**config.mk**
```make
export PLATFORM = sky130hd
export DESIGN_NAME = tti_top
export DESIGN_NICKNAME = d
export VERILOG_FILES = /design/src/design/tti_debounce.v /design/src/design/tti_top.v
export VERILOG_INCLUDE_DIRS = /design/src /design/src/inc
export SDC_FILE = /design/constraint.sdc
export NUM_CORES = 1
export LEC_CHECK = 0
export BUFFER_PORTS_ARGS = -buffer_cell sky130_fd_sc_hd__buf_2
export CAP_MARGIN = 30
export CORE_ASPECT_RATIO = 1.5
export CORE_MARGIN = 5
export CORE_UTILIZATION = 55
export CTS_BUF_LIST = sky130_fd_sc_hd__clkbuf_4
export DETAILED_ROUTE_END_ITERATION = 8
export PLACE_DENSITY = 0.87
export SYNTH_ARGS = -nofsm -noshare
export SYNTH_HDL_FRONTEND = slang
export SYNTH_SLANG_ARGS = --single-unit
export TNS_END_PERCENT = 30
```
**constraint.sdc**
```tcl
create_clock -name mclk -period 10.41 [get_ports mclk]
set_input_delay 1.041 -clock mclk [delete_from_list [all_inputs] [get_ports mclk]]
set_output_delay 1.041 -clock mclk [all_outputs]
set_load 0.01 [all_outputs]
```
**src/inc/tti_defines.vh**
```
// Constants for the transport trigger block
`ifndef TTI_DEFINES_VH
`define TTI_DEFINES_VH
`define TTI_ADDR_W        4
`define TTI_REG_CTRL      4'h0
`define TTI_REG_HOLD      4'h1
`define TTI_REG_STAT      4'h2
`define TTI_REG_CMD       4'h3
`define TTI_REG_TC        4'h4
`define TTI_CTRL_IN_POL   0
`define TTI_CTRL_OUT_POL  1
`define TTI_CTRL_TC_SRC   2
`define TTI_CTRL_ABS_STOP 3
`define TTI_CTRL_TC_MODE  4
`define TTI_CTRL_RESET    32'h00000000
`define TTI_HOLD_RESET    32'h00000000
`define TTI_MODE_FREE     2'h0
`define TTI_MODE_FREE_MUTE 2'h1
`define TTI_MODE_DAY_MUTE 2'h2
`define TTI_MODE_EXT      2'h3
`define TTI_DEB_US        1
`define TTI_DEB_CYC       ((`TTI_DEB_US * 250))
`define TTI_LOSS_MS       100
`define TTI_LOSS_CYC      ((`TTI_LOSS_MS * 250000))
`define TTI_ST_STOP       2'h0
`define TTI_ST_PLAY       2'h1
`define TTI_ST_ARM        2'h2
`define TTI_ST_REC        2'h3
`endif

```
**src/design/tti_debounce.v**
```verilog
// Synchroniser, debouncer and edge pulse for one trigger line
`timescale 1ns/1ns
`default_nettype none
module tti_debounce #(
  parameter CNT_W = 16,
  parameter DEB   = 250
) (
  input  wire mclk,
  input  wire sys_rst,
  input  wire pin,
  input  wire active_high,
  output reg  pulse
);
  reg             sync_a;
  reg             sync_b;
  reg             stable;
  reg [CNT_W-1:0] cnt;
  localparam integer DEB_LAST = DEB - 1;
  wire            act = active_high ? sync_b : ~sync_b;
  always @(posedge mclk or posedge sys_rst) begin
    if (sys_rst) begin
      sync_a <= 1'b0;
      sync_b <= 1'b0;
      stable <= 1'b0;
      cnt    <= {CNT_W{1'b0}};
      pulse  <= 1'b0;
    end else begin
      sync_a <= pin;
      sync_b <= sync_a;
      pulse  <= 1'b0;
      if (act == stable) begin
        cnt <= {CNT_W{1'b0}};
      end else if (cnt == DEB_LAST[CNT_W-1:0]) begin
        cnt    <= {CNT_W{1'b0}};
        stable <= act;
        pulse  <= act;
      end else begin
        cnt <= cnt + 1'b1;
      end
    end
  end
endmodule
`default_nettype wire

```
**src/design/tti_top.v**
```verilog
// Transport trigger inputs, status outputs and timecode record run
//Contract
//- Three trigger inputs request record, play and stop.
//- Three status outputs show recording, playing and stopped.
//- Input group and output group each have one polarity setting.
//- Active-high inputs trigger at supply level, active-low at ground.
//- Active-high outputs drive supply when active, active-low pull to ground.
//- Timecode source starts record when timecode advances, stops when it halts.
//- Absent-timecode mode also stops recording when timecode signal disappears.
//- Hold-off: capture at once, record only if timecode still valid afterwards.
//- Muted run modes silence timecode output while stopped, count keeps going.
//- Record triggering never changes which timecode gets stamped.
//
// Added by the designer: the placing of the registers and the strobed register port.
`timescale 1ns/1ns
`default_nettype none
`include "tti_defines.vh"
module tti_top #(
  parameter LOSS_CYC = `TTI_LOSS_CYC,
  parameter HOLD_W   = 32
) (
  input  wire                   mclk,
  input  wire                   sys_rst,
  input  wire [2:0]             trig_in,
  output reg  [2:0]             stat_out,
  output reg  [2:0]             stat_oe,
  input  wire                   tc_valid,
  input  wire [31:0]            tc_value,
  input  wire                   ltc_present,
  output reg                    tc_out_mute,
  output reg                    capture,
  output reg  [31:0]            stamp_tc,
  input  wire [`TTI_ADDR_W-1:0] reg_addr,
  input  wire [31:0]            reg_wdata,
  input  wire                   reg_wr,
  input  wire                   reg_rd,
  output reg  [31:0]            reg_rdata
);
  reg  [31:0]       ctrl;
  reg  [HOLD_W-1:0] hold;
  reg  [1:0]        state;
  reg  [1:0]        next_state;
  reg  [HOLD_W-1:0] hold_cnt;
  reg  [31:0]       loss_cnt;
  reg  [31:0]       int_tc;
  reg               tv_a;
  reg               tv_b;
  reg               lp_a;
  reg               lp_b;
  reg  [31:0]       tcv_a;
  reg  [31:0]       tcv_b;
  reg  [31:0]       tc_last;
  reg               tc_run;
  reg  [2:0]        sw_cmd;
  wire [2:0]        req;
  wire              in_pol   = ctrl[`TTI_CTRL_IN_POL];
  wire              out_pol  = ctrl[`TTI_CTRL_OUT_POL];
  wire              tc_src   = ctrl[`TTI_CTRL_TC_SRC];
  wire              abs_stop = ctrl[`TTI_CTRL_ABS_STOP];
  wire [1:0]        tc_mode  = ctrl[`TTI_CTRL_TC_MODE+1:`TTI_CTRL_TC_MODE];
  wire              tc_move  = tv_b && (tcv_b != tc_last);
  wire              ltc_lost = (loss_cnt >= LOSS_CYC);
  genvar g;
  generate
    for (g = 0; g < 3; g = g + 1) begin : trig
      tti_debounce #(
        .CNT_W (16),
        .DEB   (`TTI_DEB_CYC)
      ) u_deb (
        .mclk        (mclk),
        .sys_rst     (sys_rst),
        .pin         (trig_in[g]),
        .active_high (in_pol),
        .pulse       (req[g])
      );
    end
  endgenerate

  function [2:0] stat_of;
    input [1:0] st;
    begin
      case (st)
        `TTI_ST_REC:  stat_of = 3'h1;
        `TTI_ST_PLAY: stat_of = 3'h2;
        `TTI_ST_ARM:  stat_of = 3'h4;
        default:      stat_of = 3'h4;
      endcase
    end
  endfunction

  // Transport state
  always @* begin
    next_state = state;
    case (state)
      `TTI_ST_STOP: begin
        if (req[0] || sw_cmd[0]) begin
          next_state = `TTI_ST_REC;
        end else if (req[1] || sw_cmd[1]) begin
          next_state = `TTI_ST_PLAY;
        end else if (tc_src && tc_run && !(abs_stop && ltc_lost)) begin
          next_state = (hold == {HOLD_W{1'b0}}) ? `TTI_ST_REC : `TTI_ST_ARM;
        end
      end
      `TTI_ST_PLAY: begin
        if (req[2] || sw_cmd[2]) begin
          next_state = `TTI_ST_STOP;
        end else if (req[0] || sw_cmd[0]) begin
          next_state = `TTI_ST_REC;
        end
      end
      `TTI_ST_ARM: begin
        if (req[2] || sw_cmd[2]) begin
          next_state = `TTI_ST_STOP;
        end else if (hold_cnt >= hold) begin
          next_state = (tv_b && tc_run) ? `TTI_ST_REC : `TTI_ST_STOP;
        end
      end
      `TTI_ST_REC: begin
        if (req[2] || sw_cmd[2]) begin
          next_state = `TTI_ST_STOP;
        end else if (tc_src && !tc_run) begin
          next_state = `TTI_ST_STOP;
        end else if (tc_src && abs_stop && ltc_lost) begin
          next_state = `TTI_ST_STOP;
        end
      end
      default: next_state = `TTI_ST_STOP;
    endcase
  end

  always @(posedge mclk or posedge sys_rst) begin
    if (sys_rst) begin
      state       <= `TTI_ST_STOP;
      hold_cnt    <= {HOLD_W{1'b0}};
      loss_cnt    <= 32'h00000000;
      int_tc      <= 32'h00000000;
      tv_a        <= 1'b0;
      tv_b        <= 1'b0;
      lp_a        <= 1'b0;
      lp_b        <= 1'b0;
      tcv_a       <= 32'h00000000;
      tcv_b       <= 32'h00000000;
      tc_last     <= 32'h00000000;
      tc_run      <= 1'b0;
      stat_out    <= 3'h0;
      stat_oe     <= 3'h0;
      tc_out_mute <= 1'b0;
      capture     <= 1'b0;
      stamp_tc    <= 32'h00000000;
    end else begin
      tv_a    <= tc_valid;
      tv_b    <= tv_a;
      lp_a    <= ltc_present;
      lp_b    <= lp_a;
      tcv_a   <= tc_value;
      tcv_b   <= tcv_a;
      tc_last <= tcv_b;
      if (tv_b) begin
        tc_run <= tc_move;
      end else begin
        tc_run <= 1'b0;
      end
      loss_cnt <= lp_b ? 32'h00000000 : (ltc_lost ? loss_cnt : loss_cnt + 32'h00000001);
      state    <= next_state;
      hold_cnt <= (state == `TTI_ST_ARM) ? hold_cnt + 1'b1 : {HOLD_W{1'b0}};
      int_tc   <= int_tc + 32'h00000001;
      stat_out <= out_pol ? stat_of(next_state) : ~stat_of(next_state);
      stat_oe  <= 3'h7;
      tc_out_mute <= ((tc_mode == `TTI_MODE_FREE_MUTE) ||
                      (tc_mode == `TTI_MODE_DAY_MUTE)) &&
                     (next_state == `TTI_ST_STOP);
      capture  <= (next_state == `TTI_ST_ARM) || (next_state == `TTI_ST_REC);
      stamp_tc <= (tc_mode == `TTI_MODE_EXT) ? tcv_b : int_tc;
    end
  end

  // Register port
  always @(posedge mclk or posedge sys_rst) begin
    if (sys_rst) begin
      ctrl      <= `TTI_CTRL_RESET;
      hold      <= `TTI_HOLD_RESET;
      sw_cmd    <= 3'h0;
      reg_rdata <= 32'h00000000;
    end else begin
      sw_cmd    <= 3'h0;
      reg_rdata <= 32'h00000000;
      if (reg_wr) begin
        case (reg_addr)
          `TTI_REG_CTRL: ctrl   <= {26'h0, reg_wdata[5:0]};
          `TTI_REG_HOLD: hold   <= reg_wdata[HOLD_W-1:0];
          `TTI_REG_CMD:  sw_cmd <= reg_wdata[2:0];
          default:       ;
        endcase
      end
      if (reg_rd) begin
        case (reg_addr)
          `TTI_REG_CTRL: reg_rdata <= ctrl;
          `TTI_REG_HOLD: reg_rdata <= hold;
          `TTI_REG_STAT: reg_rdata <= {24'h0, lp_b, tc_run, tc_out_mute, capture, 2'h0, state};
          `TTI_REG_TC:   reg_rdata <= int_tc;
          default:       reg_rdata <= 32'h00000000;
        endcase
      end
    end
  end
endmodule
`default_nettype wire

```
# Yosys cells after proc, flatten, opt, wreduce, memory -nomap -nowiden
# Index checks and enable logic that the tools add are counted.
# totals
latchBits,0
romBits,0
mem_bits_rw,0
memories,0
output_inout_bits,72
inputBits,77
register_bits,370
# classes
n_lt_le_gt_ge,2
add_sub_neg,6
div,0
n_reduce_logical,25
n_shift,0
mux,39
eq_ne,21
multipliers,0
n_bitwise,7
# op_table
op,count
32-bit two-way mux,5
32-bit case mux with 4 select lines,1
"32-bit by 1-bit adder with 32-bit output, second input constant",3
16-bit two-way mux,6
"16-bit by 1-bit adder with 16-bit output, second input constant",3
"16-bit by 8-bit equality test with 1-bit output, second input constant",3
"32-bit by 25-bit greater-or-equal comparator with 1-bit output, second input constant",1
32-bit greater-or-equal comparator,1
32-bit zero test,1
32-bit != test,1
2-bit two-way mux,11
"2-bit equality test, second input constant",6
1-bit two-way mux,11
2-bit AND reduction,5
1-bit logical AND,9
3-bit two-way mux,3
"4-bit by 2-bit equality test with 1-bit output, second input constant",2
2-bit case mux with 4 select lines,1
"2-bit by 1-bit equality test with 1-bit output, second input constant",3
1-bit NOT,6
3-bit case mux with 2 select lines,1
1-bit logical OR,5
"4-bit by 1-bit equality test with 1-bit output, second input constant",1
"4-bit by 3-bit equality test with 1-bit output, second input constant",1
6 further kinds,10

# Longest topological paths before layout
# logic_depth
depth_word,12
ltp_mapped,11

# Cells and area by module
# Synthesis repeated with hierarchy kept, for this count alone.
# unflattened
hier_cells,1313
area_unflattened_um2,15341.0
# modules_own_cells
mod,seq_area_each_um2,instances,area_per_inst_um2,cells_per_inst
tti_top,7757.4,1,12424.4,1043
tti_debounce,500.5,3,972.2,90

# Least setup slack after synthesis
# No wires, ideal clock.
# synth_path
path_kind,in2reg
from,input port reg_addr[1]
to,register reg_rdata[4]
arrival_ps,2403
setup_ps,78
slack_ps,7929
path_stages,6
t_required_ps,10332
path_cell_list,clkbuf_1 -> maj3_1 -> or3b_2 -> clkbuf_1 -> clkbuf_1 -> a21oi_1
# synth_via
elab_chain_cells,3
elab_cells_between_ends,6
# synth_lines
item,line,source
from (decl),tti_top.v:33,"input wire [`TTI_ADDR_W-1:0] reg_addr,"
4-bit by 3-bit equality test with 1-bit output (tied with other cells),tti_top.v:196,case (reg_addr)
32-bit case mux with 4 select lines (*),tti_top.v:196,
32-bit two-way mux (*),tti_top.v:195,if (reg_rd) begin
to (signal assigned),tti_top.v:197,`TTI_REG_CTRL: reg_rdata <= ctrl;
to (signal assigned),tti_top.v:198,`TTI_REG_HOLD: reg_rdata <= hold;
to (signal assigned),tti_top.v:199,"`TTI_REG_STAT: reg_rdata <= {24'h0, lp_b, tc_run, tc_out_mute, capture, 2'h0, state};"
to (decl),tti_top.v:37,output reg [31:0] reg_rdata
# Every way passes the cells marked *; elsewhere a longest branch is shown, timed or not.
# A chain may end at the register's enable or synchronous reset.

# Final worst setup path
# layout_path
from,register hold_cnt[14]
to,register stat_out[0]
# layout_via
elab_chain_cells,8
elab_cells_between_ends,9
# layout_lines
item,line,source
from (decl),tti_top.v:43,reg [HOLD_W-1:0] hold_cnt;
from (signal assigned),tti_top.v:134,hold_cnt <= {HOLD_W{1'b0}};
from (signal assigned),tti_top.v:165,hold_cnt <= (state == `TTI_ST_ARM) ? hold_cnt + 1'b1 : {HOLD_W{1'b0}};
32-bit greater-or-equal comparator (*),tti_top.v:114,end else if (hold_cnt >= hold) begin
2-bit two-way mux (*),tti_top.v:114,
2-bit two-way mux (*),tti_top.v:112,if (req[2] || sw_cmd[2]) begin
2-bit case mux with 4 select lines (*),tti_top.v:94,case (state)
2-bit by 1-bit equality test with 1-bit output / 2-bit equality test (equally long branches),tti_top.v:82,case (st)
3-bit case mux with 2 select lines (*),tti_top.v:82,
3-bit NOT,tti_top.v:167,stat_out <= out_pol ? stat_of(next_state) : ~stat_of(next_state);
3-bit two-way mux (*),tti_top.v:167,
to (signal assigned),tti_top.v:167,
to (decl),tti_top.v:25,"output reg [2:0] stat_out,"
# Marks and branches as above.

==> metrics.md <==
| Metric | Value |
|---|---|
| Run status | `finished clean` |
| IO Port Bufs | `148` |
| Int Pwr | `2290 uW` |
| Final nets | `1,634` |
| Number of enable flip-flop cells after synthesis | `0` |
| Static Leakage | `0.00820 uW` |
| Setup repair after global routing missed its margin | `no` |
| Flip-flop count of the largest register, all copies and words added | `48` |
| Power share of the sequential group | `0.515` |
| Headroom to the max-slew limit | `0.300` |
| Area of the die | `0.0308 mm^2` |
| Starting density of the core | `0.553` |
| Cts repair resizes | `0` |
| Global-route wire length before repair | `56,200 um` |
| Top FF cell, synth | `sky130_fd_sc_hd__dfrtp_1` |
| GRT Residual Overflow | `0` |
| TritonCTS buffer count | `86` |
| Flops & latches, synth | `370` |
| Number of antenna violations at the first check in global routing | `7` |
| Final worst setup slack | `7.58 ns` |
| Worst-margin pin slew | `1.05 ns` |
| Area share of the largest cell type after synthesis | `0.617` |
| Part of the Yosys area used for sequential elements | `0.617` |
| Total wirelength of the detailed-routed design | `35,200 um` |
| Worst setup EP type | `register` |
| Worst R2R Setup Slack | `7.58 ns` |
| Post-DR wirelength/cell | `18.4 um` |
| Warnings from Yosys | `0` |
| Number of DRC violations after detailed routing | `0` |
| Die X | `145 um` |
| Worst Setup Slack post-DPL | `7.09 ns` |
| DR vias/cell | `5.58` |
| Synth top area cells | `sky130_fd_sc_hd__dfrtp_1 (62%), sky130_fd_sc_hd__xnor2_1 (5.4%), sky130_fd_sc_hd__nor2_1 (4.1%)` |
| Number of global-route vias before repair | `11,130` |
| Clock share of power | `0.366` |
| Count of vias placed by the detailed router | `10,658` |
| Dpl hpwl | `24,500 um` |
| Distinct cells, synth | `49` |
| Root Driver | `sky130_fd_sc_hd__clkbuf_4` |
| Maximum operating frequency | `0.354 GHz` |
| Post-synthesis to final-layout area growth | `15.2%` |
| 1st-pass router iterations | `6` |
| Post-route fraction of the period consumed by the critical path | `0.272` |
| Detailed router's first-iteration violation count | `777` |
| Maximum vdd drop | `0.123 mV` |
| Length of routed wiring on met1 | `12,800 um` |
| Crit Path Category | `reg -> reg` |
| Clock insertion delay at the later pin of the skew report | `0.75 ns` |
| Depth of the CTS H-tree | `3` |
| Setup-violating endpoint count in the final report | `0` |
| Die Y | `212 um` |
| Number of buffers on the longest clock path | `3` |
| Hold/Removal Path Class | `in -> async` |
| Cell taking the most area after synthesis | `sky130_fd_sc_hd__dfrtp_1` |
| IO Pins | `149` |
| Data required time at the worst endpoint | `11.03 ns` |
| Pin count of the biggest net entering global routing | `193` |
| Number of max-capacitance violations reported | `0` |
| Post-synthesis cell area | `0.0150 mm^2` |
| Arrival time of the worst setup path | `3.45 ns` |
| Final Max Tran Viols | `0` |
| Commonest cells post-synth | `sky130_fd_sc_hd__dfrtp_1 (370), sky130_fd_sc_hd__nor2_1 (162), sky130_fd_sc_hd__nand2_1 (101)` |
| Highest Signal Layer | `met5` |
| Row Count | `74` |
| Biggest fanout along the worst timing path | `6` |
| Clock-pin slew on the worst setup and hold paths | `0.07 ns` |
| GRT Resource Usage Total | `0.234` |
| Final Wtd Congestion | `0.891` |
| Area of the placeable core | `0.0271 mm^2` |
| Power density over the cells | `183 mW/mm^2` |
| TritonCTS clock tree | `built` |
| Synthesized instance count | `1,305` |
| Met3 routed WL | `2330 um` |
| Most frequently used cell type in the post-synthesis netlist | `sky130_fd_sc_hd__dfrtp_1` |
| Minimum period implied by the final worst setup slack | `2.83 ns` |
| Worst clock skew | `0.0451 ns` |
| Syn Area/Cell | `11.5 um^2` |
| Number of hold buffers added after cts | `0` |
| Detailed route wirelength on metal2 | `18,600 um` |
| Fraction of layout instances using a drive strength above 1 | `0.211` |
| Final ANT Viol Nets | `0` |
| Net load switching power | `876 uW` |
| Post-synth ARST share | `1.00` |
| Part of the total power dissipated in combinational logic | `0.119` |
| Largest reg by FF count | `trig.u_deb.cnt` |
| Buffers inserted by post-CTS timing repair | `0` |
| Net Count, Synth | `1,425` |
| Net switching fraction of the power | `0.277` |
| Post-Route Setup TNS | `0 ns` |
| Number of hold violations in the final report | `0` |
| Crit start category | `register` |
| Clock sink count | `370` |
[cell families after synthesis]
family	share of synthesized area
and+or+nand+nor	0.147
DFF	0.617
xor gates and xnor gates	0.0928
AOI/OAI and AO/OA	0.0564
buffers and inverters	0.0245
adders and majority gates	0.0365
muxes	0.0255
other	0.000250
[layer usage]
| layer | vias to the layer above | global-route usage |
|---|---|---|
| met5 | - | 0 |
| met4 | 12 | 0.107 |
| met3 | 116 | 0.0610 |
| met2 | 360 | 0.406 |
| met1 | 5285 | 0.270 |
| li1 | 4885 | - |
[cell usage in the layout (no fill, tap or decap), drive strengths merged, types with 4 or more instances in the layout]
cell and count:
nand2 101, nor3 19, inv 55, xnor2 93, nand4 32, and4 6
nor2 166, buf 161, or3 8, and2 5, a222oi 4, a21oi 24
clkinv 23, ha 43, nand3 62, bufinv 4, dfrtp 370, nor4 17
mux2 34, nor2b 8, nor4b 6, clkbuf 114, o21ai 51, a22oi 33
and3 28, xor2 66
[area by class of cell]
| type | instances | area (um^2) |
|---|---|---|
| sequential | 370 | 9260 |
| fill | 1968 | 9840 |
| antenna | 1 | 2.50 |
| multi-input combinational | 839 | 5400 |
| tap | 342 | 428 |
| clock buffer | 114 | 856 |
| clock inverter | 27 | 214 |
| inverter | 56 | 214 |
| timing repair buffer | 161 | 918 |
[critical path, stage by stage (launching register included)]
cell	delay, ns
sky130_fd_sc_hd__dfrtp_1	0.45
sky130_fd_sc_hd__ha_1	0.35
sky130_fd_sc_hd__nand4_1	0.15
sky130_fd_sc_hd__nor3_1	0.38
sky130_fd_sc_hd__nor4b_1	0.34
sky130_fd_sc_hd__a211o_1	0.15
sky130_fd_sc_hd__a21oi_1	0.12
sky130_fd_sc_hd__a221o_1	0.45
sky130_fd_sc_hd__nor2_2	0.15
sky130_fd_sc_hd__xnor2_1	0.15
[through the flow]
| step | util | instance area (um^2) | power, uW | hold slack (ns) | cells |
|---|---|---|---|---|---|
| 4_1_cts | 0.634 | 17200 | 3190 | 0.215 | 1906 |
| 3_5_place_dp | 0.595 | 16100 | 2030 | 0.335 | 1765 |
| 2_1_floorplan | - | 15000 | 1890 | 0.331 | 1305 |
| 5_1_grt | 0.637 | 17300 | 3330 | 0.254 | 1910 |
| 6_report | 0.637 | 17300 | 3170 | 0.288 | 1910 |
| 3_3_place_gp | 0.594 | 16100 | 2000 | 0.331 | 1762 |
[worst paths after layout]
| check | startpoint | endpoint | cells past startpoint |
|---|---|---|---|
| min | sys_rst | tcv_b[17] | 2 |
| max reg2reg | hold_cnt[14] | stat_out[0] | 9 |
| max in group asynchronous | sys_rst | lp_b | 6 |
| min reg2reg | tcv_a[16] | tcv_b[16] | 0 |
| max | hold_cnt[14] | stat_out[0] | 9 |
| min in group mclk | tcv_a[16] | tcv_b[16] | 0 |
[power by group through the flow]
stage          sequential [uW]  combinational (uW)  clock (uW)
2_1_floorplan             1630                 260           0
3_3_place_gp              1650                 351           0
3_5_place_dp              1660                 371           0
4_1_cts                   1630                 374        1180
5_1_grt                   1640                 425        1260
6_report                  1630                 377        1160
Note: power is estimated with default switching activity, not from simulation.
